<file path="config.mk">
export PLATFORM = sky130hd
export DESIGN_NAME = hosw_host_override_watchdog
export DESIGN_NICKNAME = d
export VERILOG_FILES = /design/src/hosw_host_override_watchdog.v /design/src/hosw_i2c_slave.v /design/src/hosw_timer.v
export VERILOG_INCLUDE_DIRS = /design/src /design/src/src
export SDC_FILE = /design/constraint.sdc
export NUM_CORES = 1
export LEC_CHECK = 0
export ABC_AREA = 1
export BUFFER_PORTS_ARGS = -buffer_cell sky130_fd_sc_hd__buf_2
export CORE_ASPECT_RATIO = 0.6
export CORE_MARGIN = 3
export CORE_UTILIZATION = 62
export DETAILED_ROUTE_END_ITERATION = 8
export PLACE_DENSITY = 0.8
export SLEW_MARGIN = 20
export SYNTH_ARGS = -nofsm -noshare
export SYNTH_HDL_FRONTEND = slang
export SYNTH_SLANG_ARGS = --single-unit
export TNS_END_PERCENT = 20
</file>
<file path="constraint.sdc">
create_clock -name core_clk -period 2.05 [get_ports core_clk]
set_clock_uncertainty 0.15 [all_clocks]
set_input_delay 0.3075 -clock core_clk [delete_from_list [all_inputs] [get_ports core_clk]]
set_output_delay 0.3075 -clock core_clk [all_outputs]
set_load 0.02 [all_outputs]
</file>
<file path="src/hosw_defs.vh">
`ifndef HOSW_DEFS_VH
`define HOSW_DEFS_VH

// register offsets
`define HOSW_ADDR_BAL_SEL 8'h84
`define HOSW_ADDR_CTRL 8'h85
`define HOSW_ADDR_STATUS 8'h86
`define HOSW_ADDR_LIMITS 8'h87

// control register fields
`define HOSW_CTRL_CASCADE 0
`define HOSW_CTRL_BAL_OVR 1
`define HOSW_CTRL_SCAN_OVR 2
`define HOSW_CTRL_CMON_OVR 3
`define HOSW_CTRL_LMON_OVR 4
`define HOSW_CTRL_SW_OVR 5
`define HOSW_CTRL_NV_EN 6
`define HOSW_CTRL_BAL_EN 7
`define HOSW_CTRL_CLR_MASK 8'h7C
`define HOSW_CTRL_ACT_MASK 8'h7E

// limits register fields
`define HOSW_LIM_MISMATCH_EN 0
`define HOSW_LIM_OPEN_EN 1

// reset values
`define HOSW_BAL_SEL_RST 8'h00
`define HOSW_CTRL_RST 8'h00
`define HOSW_LIM_RST 8'h00

// timing
`define HOSW_CLK_MHZ 200
`define HOSW_OFF_PULSE_US 300
`define HOSW_OFF_PULSE_CYC (`HOSW_OFF_PULSE_US * `HOSW_CLK_MHZ)
`define HOSW_ALERT_PERIOD_MS 1000
`define HOSW_ALERT_PERIOD_CYC (`HOSW_ALERT_PERIOD_MS * 1000 * `HOSW_CLK_MHZ)
`define HOSW_WDOG_MS 1000
`define HOSW_WDOG_CYC (`HOSW_WDOG_MS * 1000 * `HOSW_CLK_MHZ)
`define HOSW_ALERT_WIDTH_CYC 200

// slave address bases (address select pin picks the low bit)
`define HOSW_SLAVE_ADDR_BASE 7'h28

`endif

</file>
<file path="src/hosw_host_override_watchdog.v">
`timescale 1ns/100ps
`include "hosw_defs.vh"

// Overview of operation
// - address select high means bottom device: no current monitor, switches off.
// - cascade enable drops current detection from the balancing decision.
// - cascade enable leaves scanning and protection running normally.
// - select register at 84H maps each bit to one balance output.
// - with balance override set, balance output enable drives the selected pattern onto the outputs.
// - watchdog idle standalone; armed by any host override or nonvolatile enable bit.
// - armed watchdog times out after a full period without bus traffic.
// - only start plus matching slave address restarts the watchdog.
// - timeout forces balance and power switches off and resets serial logic.
// - after timeout alert pulses low once per second until traffic resumes.
// - while timed out other operation continues, switches held off.
// - on resume clear override bits except balance override; switches may return.
// - switch turn-off pull-down pulse lasts at most 300 us.
// - fault output low while any failure exists, released when all clear.
// - end-of-charge low when all cells above threshold, high when all below.
// - fuse-blow high when any cell reaches the overvoltage lockout threshold.
// - fuse-blow optionally high on cell mismatch or open wire.
// - force-off input high turns off power and balance switches above all.
// - nonvolatile access only with enable set, else shadow storage.
module hosw_host_override_watchdog #(
    parameter WDOG_CYC = `HOSW_WDOG_CYC,
    parameter ALERT_PERIOD_CYC = `HOSW_ALERT_PERIOD_CYC,
    parameter ALERT_WIDTH_CYC = `HOSW_ALERT_WIDTH_CYC,
    parameter OFF_PULSE_CYC = `HOSW_OFF_PULSE_CYC,
    parameter CELLS = 8
) (
    // clock and reset
    input wire core_clk,
    input wire rst,
    input wire ce,
    // serial bus pins
    input wire scl_in,
    input wire sda_in,
    output reg sda_out,
    output reg sda_oe,
    input wire addr_sel,
    // automatic and host control requests
    input wire [CELLS-1:0] auto_balance,
    input wire current_detected,
    input wire balance_conditions_ok,
    input wire [2:0] auto_switch_on,
    input wire [2:0] host_switch_on,
    // protection inputs
    input wire any_failure,
    input wire all_cells_above_eoc,
    input wire all_cells_below_eoc,
    input wire overvoltage_lockout,
    input wire cell_mismatch_fault,
    input wire open_wire_fault,
    input wire force_switches_off,
    // outputs to drivers
    output reg [CELLS-1:0] balance_out,
    output reg discharge_switch_gate,
    output reg charge_switch_gate,
    output reg precharge_switch_gate,
    output reg gate_pulldown,
    output reg current_monitor_en,
    output reg scan_run,
    output reg nv_select,
    // status pins
    output reg fault_out_n,
    output reg fault_oe,
    output reg eoc_out_n,
    output reg eoc_oe,
    output reg fuse_blow_out,
    output reg alert_n
);

    reg [1:0] scl_sync;
    reg [1:0] sda_sync;
    reg [1:0] fso_sync;
    reg [1:0] adr_sync;
    reg [7:0] balance_output_select;
    reg [7:0] ctrl;
    reg [7:0] limits;
    reg timed_out;
    reg eoc_state;
    reg [2:0] sw_prev;
    reg [31:0] pull_cnt;
    reg [31:0] alert_cnt;
    reg [7:0] rd_data;
    reg [7:0] next_ctrl;

    wire wr_stb;
    wire [7:0] wr_addr;
    wire [7:0] wr_data;
    wire [7:0] rd_addr;
    wire addr_hit;
    wire slv_oe;
    wire wdog_exp;
    wire alert_tick;

    wire bottom = adr_sync[1];
    wire fso = fso_sync[1];
    wire wdog_armed = |(ctrl & `HOSW_CTRL_ACT_MASK);
    wire cascade = ctrl[`HOSW_CTRL_CASCADE];
    wire host_bal = ctrl[`HOSW_CTRL_BAL_OVR];
    wire force_off = fso | timed_out;
    wire [6:0] my_addr = `HOSW_SLAVE_ADDR_BASE | {6'h00, bottom};

    ////////////////////////////////////////////////////////////////////////
    // pin synchronisers
    always @(posedge core_clk) begin
        if (rst) begin
            scl_sync <= 2'b11;
            sda_sync <= 2'b11;
            fso_sync <= 2'b00;
            adr_sync <= 2'b00;
        end else if (ce) begin
            scl_sync <= {scl_sync[0], scl_in};
            sda_sync <= {sda_sync[0], sda_in};
            fso_sync <= {fso_sync[0], force_switches_off};
            adr_sync <= {adr_sync[0], addr_sel};
        end
    end

    ////////////////////////////////////////////////////////////////////////
    hosw_i2c_slave u_slave (
        .core_clk(core_clk),
        .rst(rst),
        .ce(ce),
        .bus_reset(wdog_exp),
        .scl_s(scl_sync[1]),
        .sda_s(sda_sync[1]),
        .slave_addr(my_addr),
        .sda_oe(slv_oe),
        .wr_stb(wr_stb),
        .wr_addr(wr_addr),
        .wr_data(wr_data),
        .rd_addr(rd_addr),
        .rd_data(rd_data),
        .addr_hit(addr_hit)
    );

    // only an addressed start restarts the count
    hosw_timer u_wdog (
        .core_clk(core_clk),
        .rst(rst),
        .ce(ce),
        .restart(addr_hit),
        .run(wdog_armed && !timed_out),
        .limit(WDOG_CYC),
        .expired(wdog_exp)
    );

    hosw_timer u_alert (
        .core_clk(core_clk),
        .rst(rst),
        .ce(ce),
        .restart(1'b0),
        .run(timed_out),
        .limit(ALERT_PERIOD_CYC),
        .expired(alert_tick)
    );

    ////////////////////////////////////////////////////////////////////////
    // register read mux
    always @* begin
        case (rd_addr)
            `HOSW_ADDR_BAL_SEL: rd_data = balance_output_select;
            `HOSW_ADDR_CTRL: rd_data = ctrl;
            `HOSW_ADDR_STATUS: rd_data = {5'h00, fso, bottom, timed_out};
            `HOSW_ADDR_LIMITS: rd_data = limits;
            default: rd_data = 8'h00;
        endcase
    end

    // control register with resume clearing
    always @* begin
        next_ctrl = ctrl;
        if (timed_out && addr_hit) begin
            next_ctrl = ctrl & ~`HOSW_CTRL_CLR_MASK;
        end
        if (wr_stb && wr_addr == `HOSW_ADDR_CTRL) begin
            next_ctrl = wr_data;
        end
    end

    always @(posedge core_clk) begin
        if (rst) begin
            balance_output_select <= `HOSW_BAL_SEL_RST;
            ctrl <= `HOSW_CTRL_RST;
            limits <= `HOSW_LIM_RST;
            timed_out <= 1'b0;
        end else if (ce) begin
            ctrl <= next_ctrl;
            if (wr_stb && wr_addr == `HOSW_ADDR_BAL_SEL) begin
                balance_output_select <= wr_data;
            end
            if (wr_stb && wr_addr == `HOSW_ADDR_LIMITS) begin
                limits <= wr_data;
            end
            // resume wins over a coincident expiry
            if (addr_hit) begin
                timed_out <= 1'b0;
            end else if (wdog_exp) begin
                timed_out <= 1'b1;
            end
        end
    end

    ////////////////////////////////////////////////////////////////////////
    // switch and balance outputs
    wire bal_allowed = balance_conditions_ok && (cascade || current_detected);
    wire [2:0] sw_req = ctrl[`HOSW_CTRL_SW_OVR] ? host_switch_on : auto_switch_on;
    wire [2:0] sw_now = (force_off || bottom) ? 3'b000 : sw_req;
    wire [CELLS-1:0] host_pat = ctrl[`HOSW_CTRL_BAL_EN] ? balance_output_select[CELLS-1:0]
                                                         : {CELLS{1'b0}};
    wire [CELLS-1:0] auto_pat = bal_allowed ? auto_balance : {CELLS{1'b0}};

    always @(posedge core_clk) begin
        if (rst) begin
            balance_out <= {CELLS{1'b0}};
            discharge_switch_gate <= 1'b0;
            charge_switch_gate <= 1'b0;
            precharge_switch_gate <= 1'b0;
            sw_prev <= 3'b000;
            pull_cnt <= 32'h00000000;
            gate_pulldown <= 1'b0;
        end else if (ce) begin
            if (force_off) begin
                balance_out <= {CELLS{1'b0}};
            end else if (host_bal) begin
                balance_out <= host_pat;
            end else begin
                balance_out <= auto_pat;
            end
            discharge_switch_gate <= sw_now[0];
            charge_switch_gate <= sw_now[1];
            precharge_switch_gate <= sw_now[2];
            sw_prev <= sw_now;
            // pull-down pulse on any turn-off, capped
            if (|(sw_prev & ~sw_now)) begin
                pull_cnt <= OFF_PULSE_CYC;
                gate_pulldown <= 1'b1;
            end else if (pull_cnt > 32'h00000001) begin
                pull_cnt <= pull_cnt - 32'h00000001;
            end else begin
                pull_cnt <= 32'h00000000;
                gate_pulldown <= 1'b0;
            end
        end
    end

    ////////////////////////////////////////////////////////////////////////
    // status pins and alert
    always @(posedge core_clk) begin
        if (rst) begin
            fault_out_n <= 1'b0;
            fault_oe <= 1'b0;
            eoc_state <= 1'b0;
            eoc_out_n <= 1'b0;
            eoc_oe <= 1'b0;
            fuse_blow_out <= 1'b0;
            alert_n <= 1'b1;
            alert_cnt <= 32'h00000000;
            current_monitor_en <= 1'b0;
            scan_run <= 1'b0;
            nv_select <= 1'b0;
            sda_out <= 1'b0;
            sda_oe <= 1'b0;
        end else if (ce) begin
            fault_oe <= any_failure;
            if (all_cells_above_eoc) begin
                eoc_state <= 1'b1;
            end else if (all_cells_below_eoc) begin
                eoc_state <= 1'b0;
            end
            eoc_oe <= eoc_state;
            fuse_blow_out <= overvoltage_lockout
                || (limits[`HOSW_LIM_MISMATCH_EN] && cell_mismatch_fault)
                || (limits[`HOSW_LIM_OPEN_EN] && open_wire_fault);
            if (alert_tick) begin
                alert_cnt <= ALERT_WIDTH_CYC;
                alert_n <= 1'b0;
            end else if (alert_cnt > 32'h00000001 && timed_out) begin
                alert_cnt <= alert_cnt - 32'h00000001;
            end else begin
                alert_cnt <= 32'h00000000;
                alert_n <= 1'b1;
            end
            // scanning keeps running under cascade; host scan stops it
            scan_run <= ~ctrl[`HOSW_CTRL_SCAN_OVR];
            current_monitor_en <= ~bottom && ~ctrl[`HOSW_CTRL_CMON_OVR];
            nv_select <= ctrl[`HOSW_CTRL_NV_EN];
            sda_oe <= slv_oe;
        end
    end

endmodule

</file>
<file path="src/hosw_i2c_slave.v">
`timescale 1ns/100ps
`include "hosw_defs.vh"

module hosw_i2c_slave (
    // clock and reset
    input wire core_clk,
    input wire rst,
    input wire ce,
    input wire bus_reset,
    // synchronised bus pins
    input wire scl_s,
    input wire sda_s,
    input wire [6:0] slave_addr,
    // pin drive
    output reg sda_oe,
    // register port
    output reg wr_stb,
    output reg [7:0] wr_addr,
    output reg [7:0] wr_data,
    output wire [7:0] rd_addr,
    input wire [7:0] rd_data,
    // address match seen
    output reg addr_hit
);

    localparam ST_IDLE = 3'd0;
    localparam ST_DEV = 3'd1;
    localparam ST_REG = 3'd2;
    localparam ST_WDAT = 3'd3;
    localparam ST_RDAT = 3'd4;
    localparam ST_SKIP = 3'd5;

    reg scl_d;
    reg sda_d;
    reg [2:0] state;
    reg [3:0] bit_cnt;
    reg [7:0] shreg;
    reg [7:0] ptr;
    reg ack_phase;
    reg [7:0] tx;

    wire scl_rise = scl_s & ~scl_d;
    wire scl_fall = ~scl_s & scl_d;
    wire start_c = scl_s & scl_d & sda_d & ~sda_s;
    wire stop_c = scl_s & scl_d & ~sda_d & sda_s;

    assign rd_addr = ptr;

    ////////////////////////////////////////////////////////////////////////
    always @(posedge core_clk) begin
        if (rst) begin
            scl_d <= 1'b1;
            sda_d <= 1'b1;
            state <= ST_IDLE;
            bit_cnt <= 4'h0;
            shreg <= 8'h00;
            ptr <= 8'h00;
            ack_phase <= 1'b0;
            tx <= 8'h00;
            sda_oe <= 1'b0;
            wr_stb <= 1'b0;
            wr_addr <= 8'h00;
            wr_data <= 8'h00;
            addr_hit <= 1'b0;
        end else if (ce) begin
            scl_d <= scl_s;
            sda_d <= sda_s;
            wr_stb <= 1'b0;
            addr_hit <= 1'b0;
            if (bus_reset || stop_c) begin
                state <= ST_IDLE;
                sda_oe <= 1'b0;
                ack_phase <= 1'b0;
            end else if (start_c) begin
                state <= ST_DEV;
                bit_cnt <= 4'h0;
                sda_oe <= 1'b0;
                ack_phase <= 1'b0;
            end else if (state != ST_IDLE && state != ST_SKIP) begin
                if (scl_rise && !ack_phase) begin
                    shreg <= {shreg[6:0], sda_s};
                    bit_cnt <= bit_cnt + 4'h1;
                end
                if (scl_fall) begin
                    if (ack_phase) begin
                        ack_phase <= 1'b0;
                        bit_cnt <= 4'h0;
                        if (state == ST_RDAT) begin
                            sda_oe <= ~tx[7];
                        end else begin
                            sda_oe <= 1'b0;
                        end
                    end else if (bit_cnt == 4'h8) begin
                        ack_phase <= 1'b1;
                        case (state)
                            ST_DEV: begin
                                if (shreg[7:1] == slave_addr) begin
                                    addr_hit <= 1'b1;
                                    sda_oe <= 1'b1;
                                    tx <= rd_data;
                                    state <= shreg[0] ? ST_RDAT : ST_REG;
                                end else begin
                                    state <= ST_SKIP;
                                end
                            end
                            ST_REG: begin
                                ptr <= shreg;
                                sda_oe <= 1'b1;
                                state <= ST_WDAT;
                            end
                            ST_WDAT: begin
                                wr_stb <= 1'b1;
                                wr_addr <= ptr;
                                wr_data <= shreg;
                                ptr <= ptr + 8'h01;
                                sda_oe <= 1'b1;
                            end
                            ST_RDAT: begin
                                sda_oe <= 1'b0;
                                ptr <= ptr + 8'h01;
                            end
                            default: begin
                                state <= ST_IDLE;
                            end
                        endcase
                    end else if (state == ST_RDAT) begin
                        sda_oe <= ~tx[6];
                        tx <= {tx[6:0], 1'b0};
                    end
                end
                // master nack ends a read
                if (scl_rise && ack_phase && state == ST_RDAT) begin
                    if (sda_s) begin
                        state <= ST_SKIP;
                    end else begin
                        tx <= rd_data;
                    end
                end
            end
        end
    end

endmodule

</file>
<file path="src/hosw_timer.v">
`timescale 1ns/100ps

module hosw_timer #(
    parameter WIDTH = 32
) (
    // clock and reset
    input wire core_clk,
    input wire rst,
    input wire ce,
    // control
    input wire restart,
    input wire run,
    input wire [WIDTH-1:0] limit,
    // status
    output reg expired
);

    reg [WIDTH-1:0] count;

    // one-cycle pulse when count reaches limit minus one, then restarts
    always @(posedge core_clk) begin
        if (rst) begin
            count <= {WIDTH{1'b0}};
            expired <= 1'b0;
        end else if (ce) begin
            expired <= 1'b0;
            if (restart || !run) begin
                count <= {WIDTH{1'b0}};
            end else if (count >= limit - {{(WIDTH-1){1'b0}}, 1'b1}) begin
                count <= {WIDTH{1'b0}};
                expired <= 1'b1;
            end else begin
                count <= count + {{(WIDTH-1){1'b0}}, 1'b1};
            end
        end
    end

endmodule

</file>
==> results.md, run 1 <==
- Insertion delay to the later sink of the worst-skew pair: 0.51 ns
- TritonCTS clock tree: yes
- Highest Clock Rate: 0.4770 GHz
- Worst setup EP type: register
- LEAKAGE: 6.198 nW
- Router iterations before antenna repair: 6
- Placed Cells: 2280
- Non-filler cells, final: 2344
- CP Class: register to register
- Primary FF master, synth: dfxtp_1
- Clock period minus final worst setup slack: 2.096 ns
- Final worst path period share: 102.3%
- RSZ-0062 raised after global routing: true
- Global route hottest layer: met1
- Fin nets: 2097
- Status: complete, but fails checks
- Crit-path max FO: 7
- Pwr Density: 745.1 nW/um^2
- Max H-tree Level: 1
- Slew HR: 58.72%
- Area of the core: 20120 um^2
- # port buffers: 48
- DR iter-0 viols: 1728
- Internal power: 8.347 mW
- Die width: 191.6 um
- GR Layer Usage met1: 50.90%
- Final hold viol count: 0
- Initial antenna violation count: 0
- Netlist cell types: 51
- Switch Pwr: 2.982 mW
- GRT Residual Overflow: 0
- Final setup vio count: 8
- Ant diodes: 0
- Synth Cell Area: 12810 um^2
- Flops & latches, synth: 237
- Finished Cell Area: 15200 um^2
- YS warnings: 0
- Met3 Usage GRT: 6.782%
- VDD IR max: 0.5883 mV
- First-pass GRT wire length: 60730 um
- Cell taking the most area after synthesis: dfxtp_1
- Vias in the first global route: 11.99k
- Via count of the routed design: 13.60k
- TritonCTS Buffers: 23
- Tightest Hold Check Type: input pin to register
- Bufs on Longest Clock Path: 3
- Final WL: 38730 um
- Number of max-cap violations: 0
- Number of routed nets with antenna violations: 0
- Fin worst setup slack: -0.04630 ns
- Root Buffer: clkbuf_16
- Dpl hpwl: 27070 um
- Clk sink count: 237
- Startpoint Class: register
- Final Util: 75.57%
- Post-synth EDFFs: 0
- Setup TNS: -0.2604 ns
- Net Sw Frac: 26.32%
- Gr usage total: 32.47%
- Syn_area_per_cell: 6.623 um^2
- Comb pwr share: 13.5%
- Async SR Flop Fraction: 0%
- I/O pin count: 52
- Initial Utilization: 63.67%
- Worst Tran Pin Value: 0.6192 ns
- Placed cell area: 13910 um^2
- Vias/cell: 5.803
- Die ar.: 22480 um^2
- Clock Power Share: 43.6%
- Remaining DRCs: 0
- Top cell type's share of synthesized area: 37.04%
- DIE HEIGHT: 117.3 um
- Slew Limit Fails: 0
- WP data required: 2.27 ns
- Critical path arrival: 2.32 ns
- Fill cells: 1585
- Std cell rows: 40
- Pin count of the biggest net entering global routing: 126
- Mapped Cells: 1934
- DR WL/cell: 16.52 um
- Failing checks: setup timing
- Area growth from synthesis to layout: 18.70%
- Largest cells by area after synthesis: dfxtp_1 (37%), nand2_1 (12%), nor2_1 (9.0%)
- Seq pwr share: 42.8%
- Share of layout cells above drive strength 1: 14.58%
- GR Util met2: 45.34%
- Clk slew on worst S/H paths: 0.07 ns
- Seq/Total Area, Yosys: 37.04%
- Routability cong.: 0.9942
synthesized netlist by cell type (all sizes together) (5+ instances only):
library cell  number
or2                7
a2bb2oi            5
nand4             35
a21oi            191
o2111ai            5
nor2             326
dfxtp            237
xnor2             16
buf               31
a31oi              9
nand2            427
nand3            101
nor3              60
o21a              11
o21ai            121
inv              179
nor4               6
clkbuf            43
ha                12
o22ai             12
xor2              67
power by group through the flow:
stage | clock [mW] | combinational (mW) | sequential [mW]
floorplan | 0 | 0.964 | 4.94
global placement | 0 | 1.37 | 4.94
detailed placement | 0 | 1.41 | 4.95
CTS | 4.97 | 1.44 | 4.84
global route | 5.14 | 1.67 | 4.86
finish | 4.94 | 1.53 | 4.85
sequential cells by signal, summed over array words and instances (netlist names), 32 cells and up:
signal         flops
u_alert.count     32
u_wdog.count      32
pull_cnt          32
alert_cnt         32
kinds of logic after synthesis:
group	count (synthesis)	synth area share, %
AND/OR/NAND/NOR	973	32.26
other	1	0.02927
buffers and inverters	257	7.980
AO/OA/AOI/OAI	371	15.84
XOR/XNOR	83	5.675
adder cells (fa/ha/maj)	12	1.172
flip-flops	237	37.04
area by class of cell:
class / count / area [um^2] / share of cell area [%]
sequential: 237 / 4753 / 31.26
clock buffer: 24 / 579.3 / 3.810
clock inverter: 16 / 287.8 / 1.893
timing repair buffer: 168 / 1320 / 8.682
multi-input combinational: 1443 / 7231 / 47.56
inverter: 183 / 691.9 / 4.551
tap: 273 / 341.6 / 2.247
layer usage:
metal	up-vias	part of all wire, %	wire, um
met4	0	2.1	794
met2	774	40	15440
met3	66	12	4558
met1	6207	46	17930
li1	6555	-	-
met5	-	0	0
what timing repair did:
action,CTS,global route
pin swaps,0,10
hold buffers,10,0
endpoints found under the hold margin,7,0
gates resized for setup,5,57
gates cloned,0,2
buffers inserted,0,12
endpoints found under the setup margin,21,158
cell usage in the layout, fill, tap and decap left out, types with 16 or more instances in the layout:
| cell type | n |
|---|---|
| nand2_1 | 415 |
| nor2_1 | 298 |
| dfxtp_1 | 230 |
| a21oi_1 | 184 |
| inv_1 | 167 |
| o21ai_0 | 114 |
| buf_4 | 97 |
| nand3_1 | 96 |
| xor2_1 | 67 |
| nor3_1 | 48 |
| buf_2 | 47 |
| nand4_1 | 34 |
| clkbuf_16 | 24 |
| nor2_2 | 23 |
| xnor2_1 | 16 |
metrics by stage:
| step | hold WS (ns) | setup WS (ns) | power, mW |
|---|---|---|---|
| global route | 0.03853 | -0.1693 | 11.68 |
| global placement | 0.2744 | 0.01584 | 6.313 |
| finish | 0.03488 | -0.04630 | 11.33 |
| floorplan | 0.2643 | 0.2030 | 5.906 |
| CTS | 0.01877 | -0.01948 | 11.26 |
| detailed placement | 0.2846 | -0.06543 | 6.352 |
worst max-delay path, stage by stage, from the launching register on:
cell and delay [ns]:
dfxtp_1 0.35, ha_2 0.19, nand2_1 0.06, nor2_2 0.17, nand2_2 0.11, inv_1 0.07
nand3_1 0.06, nand2_1 0.10, nand2_2 0.09, nand3_4 0.10, buf_6 0.13, clkinvlp_4 0.18
nand2_1 0.12, a21oi_1 0.06
worst paths after layout:
check	start	endpoint	slack, ns	cells after the start
worst max-delay path	u_alert.count[1]	u_alert.count[14]	-0.05	13
worst min-delay path	auto_balance[1]	balance_out[1]	0.03	5
worst max register to register	u_alert.count[1]	u_alert.count[14]	-0.05	13
worst min register to register	u_wdog.count[28]	u_wdog.count[28]	0.30	2
Note: power is estimated with default switching activity, not from simulation.
==> inputs of run 2 (changes only) <==
--- a/config.mk
+++ b/config.mk
@@ -12,5 +12,5 @@
 export CORE_MARGIN = 3
-export CORE_UTILIZATION = 62
+export CORE_UTILIZATION = 56
 export DETAILED_ROUTE_END_ITERATION = 8
-export PLACE_DENSITY = 0.8
+export PLACE_DENSITY = 0.76
 export SLEW_MARGIN = 20
==> constraint.sdc (replaced) <==
create_clock -name core_clk -period 1.7 [get_ports core_clk]
set_clock_uncertainty 0.15 [all_clocks]
set_input_delay 0.085 -clock core_clk [delete_from_list [all_inputs] [get_ports core_clk]]
set_output_delay 0.085 -clock core_clk [all_outputs]
set_load 0.02 [all_outputs]
==> run 2 against run 1 <==
Against the previous run: the flow finishes with violations (DRC, setup timing); setup slack got worse by 0.25 ns; global-route usage is 3.2 points higher; sequential share of layout area down 6.2 points; total power is 29% higher; final cell count rose by 15%; sequential power grew 22%; register-to-register slack got worse by 0.25 ns; clock power increased by 12%; non-clock buffer count up 314; clock-buffer cell count grew 9; combinational power rose by 110%; die area up 10%; highest routed layer unchanged.
==> results.md, run 2 (same netlist as run 1, synthesis figures left out) <==
- Share of layout cells above drive strength 1: 37.99% (was 14.58%)
- Ant diodes: 0 (unchanged)
- CP Class: register to register (unchanged)
- Non-filler cells, final: 2698 (was 2344)
- CP cell instances: nor2_2, nand2_2, nor3_4, nand2_2, nor2_1, nand2_1, nor2_2, xor2_1, nand3_1, inv_1 (was ha_2, nand2_1, nor2_2, nand2_2, inv_1, nand3_1, nand2_1, nand2_2, nand3_4, buf_6, clkinvlp_4, nand2_1, a21oi_1)
- Dpl hpwl: 30180 um (was 27070 um)
- Die width: 201.3 um (was 191.6 um)
- Area growth from synthesis to layout: 50.38% (was 18.70%)
- Initial Utilization: 57.63% (was 63.67%)
- DR iter-0 viols: 2582 (was 1728)
- Clk sink count: 237 (unchanged)
- Worst hold path startpoint: current_detected (was auto_balance[1])
- Crit-path max FO: 3 (was 7)
- Fin worst setup slack: -0.2955 ns (was -0.04630 ns)
- Root Buffer: clkbuf_16 (unchanged)
- Number of max-cap violations: 0 (unchanged)
- Slew HR: 60.57% (was 58.72%)
- TritonCTS Buffers: 24 (was 23)
- Router iterations before antenna repair: 9 (was 6)
- DIE HEIGHT: 123.2 um (was 117.3 um)
- Std cell rows: 42 (was 40)
- Final WL: 51740 um (was 38730 um)
- CP top delay family: simple AND/OR/NAND/NOR gates (unchanged)
- Register-to-register setup slack: -0.30 ns (was -0.05 ns)
- # port buffers: 48 (unchanged)
- Max H-tree Level: 1 (unchanged)
- Pwr Density: 759.6 nW/um^2 (was 745.1 nW/um^2)
- Final setup vio count: 167 (was 8)
- Placed cell area: 16010 um^2 (was 13910 um^2)
- Routability cong.: 0.9955 (was 0.9942)
- Hold depth: 6 (was 5)
- VDD IR max: 0.6789 mV (was 0.5883 mV)
- Hold Path End: balance_out[7] (was balance_out[1])
- Worst Tran Pin Value: 0.5914 ns (was 0.6192 ns)
- LEAKAGE: 8.135 nW (was 6.198 nW)
- Initial antenna violation count: 1 (was 0)
- Pin count of the biggest net entering global routing: 126 (unchanged)
- Area of the core: 22230 um^2 (was 20120 um^2)
- Worst setup EP type: register (unchanged)
- DR WL/cell: 19.18 um (was 16.52 um)
- Insertion delay to the later sink of the worst-skew pair: 0.55 ns (was 0.51 ns)
- Number of routed nets with antenna violations: 0 (unchanged)
- TritonCTS clock tree: yes (unchanged)
- Die ar.: 24780 um^2 (was 22480 um^2)
- Remaining DRCs: 1 (was 0)
- Highest Clock Rate: 0.5011 GHz (was 0.4770 GHz)
- Final worst path period share: 117.4% (was 102.3%)
- Most frequent cells in the layout: buf_4 (373), nand2_1 (351), nor2_1 (206) (was nand2_1 (415), nor2_1 (298), dfxtp_1 (230))
- GRT Residual Overflow: 0 (unchanged)
- Via count of the routed design: 16.18k (was 13.60k)
- Vias in the first global route: 14.41k (was 11.99k)
- Final Hold Slack: 0.01990 ns (was 0.03488 ns)
- I/O pin count: 52 (unchanged)
- Crit path buffers/inverters: 1 (was 3)
- Bufs on Longest Clock Path: 3 (unchanged)
- Final hold viol count: 0 (unchanged)
- R2r endpoint: pull_cnt[21] (was u_alert.count[14])
- Critical path arrival: 2.34 ns (was 2.32 ns)
- Clk slew on worst S/H paths: 0.07 ns (about the same)
- Failing checks: DRC, setup timing (was setup timing)
- Pwr Total: 14.63 mW (was 11.33 mW)
- First-pass GRT wire length: 72650 um (was 60730 um)
- Worst reg2reg startpoint: pull_cnt[2] (was u_alert.count[1])
- R2r worst-path depth: 10 (was 13)
- Vias/cell: 5.999 (was 5.803)
- Final Util: 86.66% (was 75.57%)
- Slew Limit Fails: 0 (unchanged)
- Startpoint Class: register (unchanged)
- Commonest non-fill, non-tap cell in the layout: buf_4 (was nand2_1)
- Gr usage total: 35.70% (was 32.47%)
- Status: complete, but fails checks (unchanged)
- Tightest Hold Check Type: input pin to register (unchanged)
- Fin nets: 2414 (was 2097)
- Slowest cell on crit path: dfxtp_1 (unchanged)
- Finished Cell Area: 19260 um^2 (was 15200 um^2)
- Clock period minus final worst setup slack: 1.995 ns (was 2.096 ns)
- Placed Cells: 2572 (was 2280)
- Fill cells: 1179 (was 1585)
- RSZ-0062 raised after global routing: true (unchanged)
- Worst slack at placement: -0.2619 ns (was -0.06543 ns)
- Setup TNS: -20.45 ns (was -0.2604 ns)
- WP data required: 2.04 ns (was 2.27 ns)
- CP max stage delay: 0.38 ns (was 0.35 ns)
==> run 2: repair_timing <==
action                     CTS  global route
pin swaps                   64            85
setup buffers               32            14
resized for setup          226           283
hold endpoints to repair    51             0
setup endpoints to repair  174           179
cloned                       5             3
hold buffers                31             0
==> run 2: cell type report <==
| type | count | area (um^2) | share of cell area, % |
|---|---|---|---|
| clock buffers | 33 | 685.7 | 3.559 |
| clock inverters | 10 | 105.1 | 0.5456 |
| inverters | 183 | 710.7 | 3.689 |
| multi-input cells | 1444 | 8648 | 44.89 |
| flip-flops and latches | 237 | 4836 | 25.10 |
| well taps | 308 | 385.4 | 2.001 |
| repair buffers | 482 | 3885 | 20.17 |
| repair inverters | 1 | 7.507 | 0.03897 |
==> run 2: worst register-to-register path, stage by stage (launching register included) <==
cell and delay, ns:
dfxtp_1 0.38, nor2_2 0.13, nand2_2 0.12, nor3_4 0.17, nand2_2 0.12, nor2_1 0.17
nand2_1 0.15, nor2_2 0.22, xor2_1 0.16, nand3_1 0.10, inv_1 0.06
==> run 2: how the worst max path moves through the flow <==
stage                       start  cells after the start                  to  slack (ns)
5_1_grt               pull_cnt[2]                     10        pull_cnt[21]       -0.41
3_3_place_gp          pull_cnt[6]                      8        pull_cnt[18]       -0.20
2_1_floorplan    u_alert.count[1]                     11   u_alert.count[24]       -0.04
6_report              pull_cnt[2]                     10        pull_cnt[21]       -0.30
4_1_cts                 timed_out                      9        pull_cnt[31]       -0.11
3_5_place_dp   u_slave.bit_cnt[0]                     12  u_slave.rd_addr[4]       -0.26
==> run 2: layer usage <==
metal  vias to the layer above  part of all wire (%)  track usage [%]
met5                         -                     0                0
met4                         0                   4.5            9.882
met3                       300                    14            9.129
met2                      1271                    43            54.08
met1                      7413                    39            50.78
li1                       7200                     -                -
==> run 2: power by group <==
group          internal [mW]  switching, mW  leakage, nW
combinational           1.38           1.80         5.80
sequential              5.71          0.194         1.94
clock                   3.12           2.42        0.388
total                   10.2           4.42         8.13
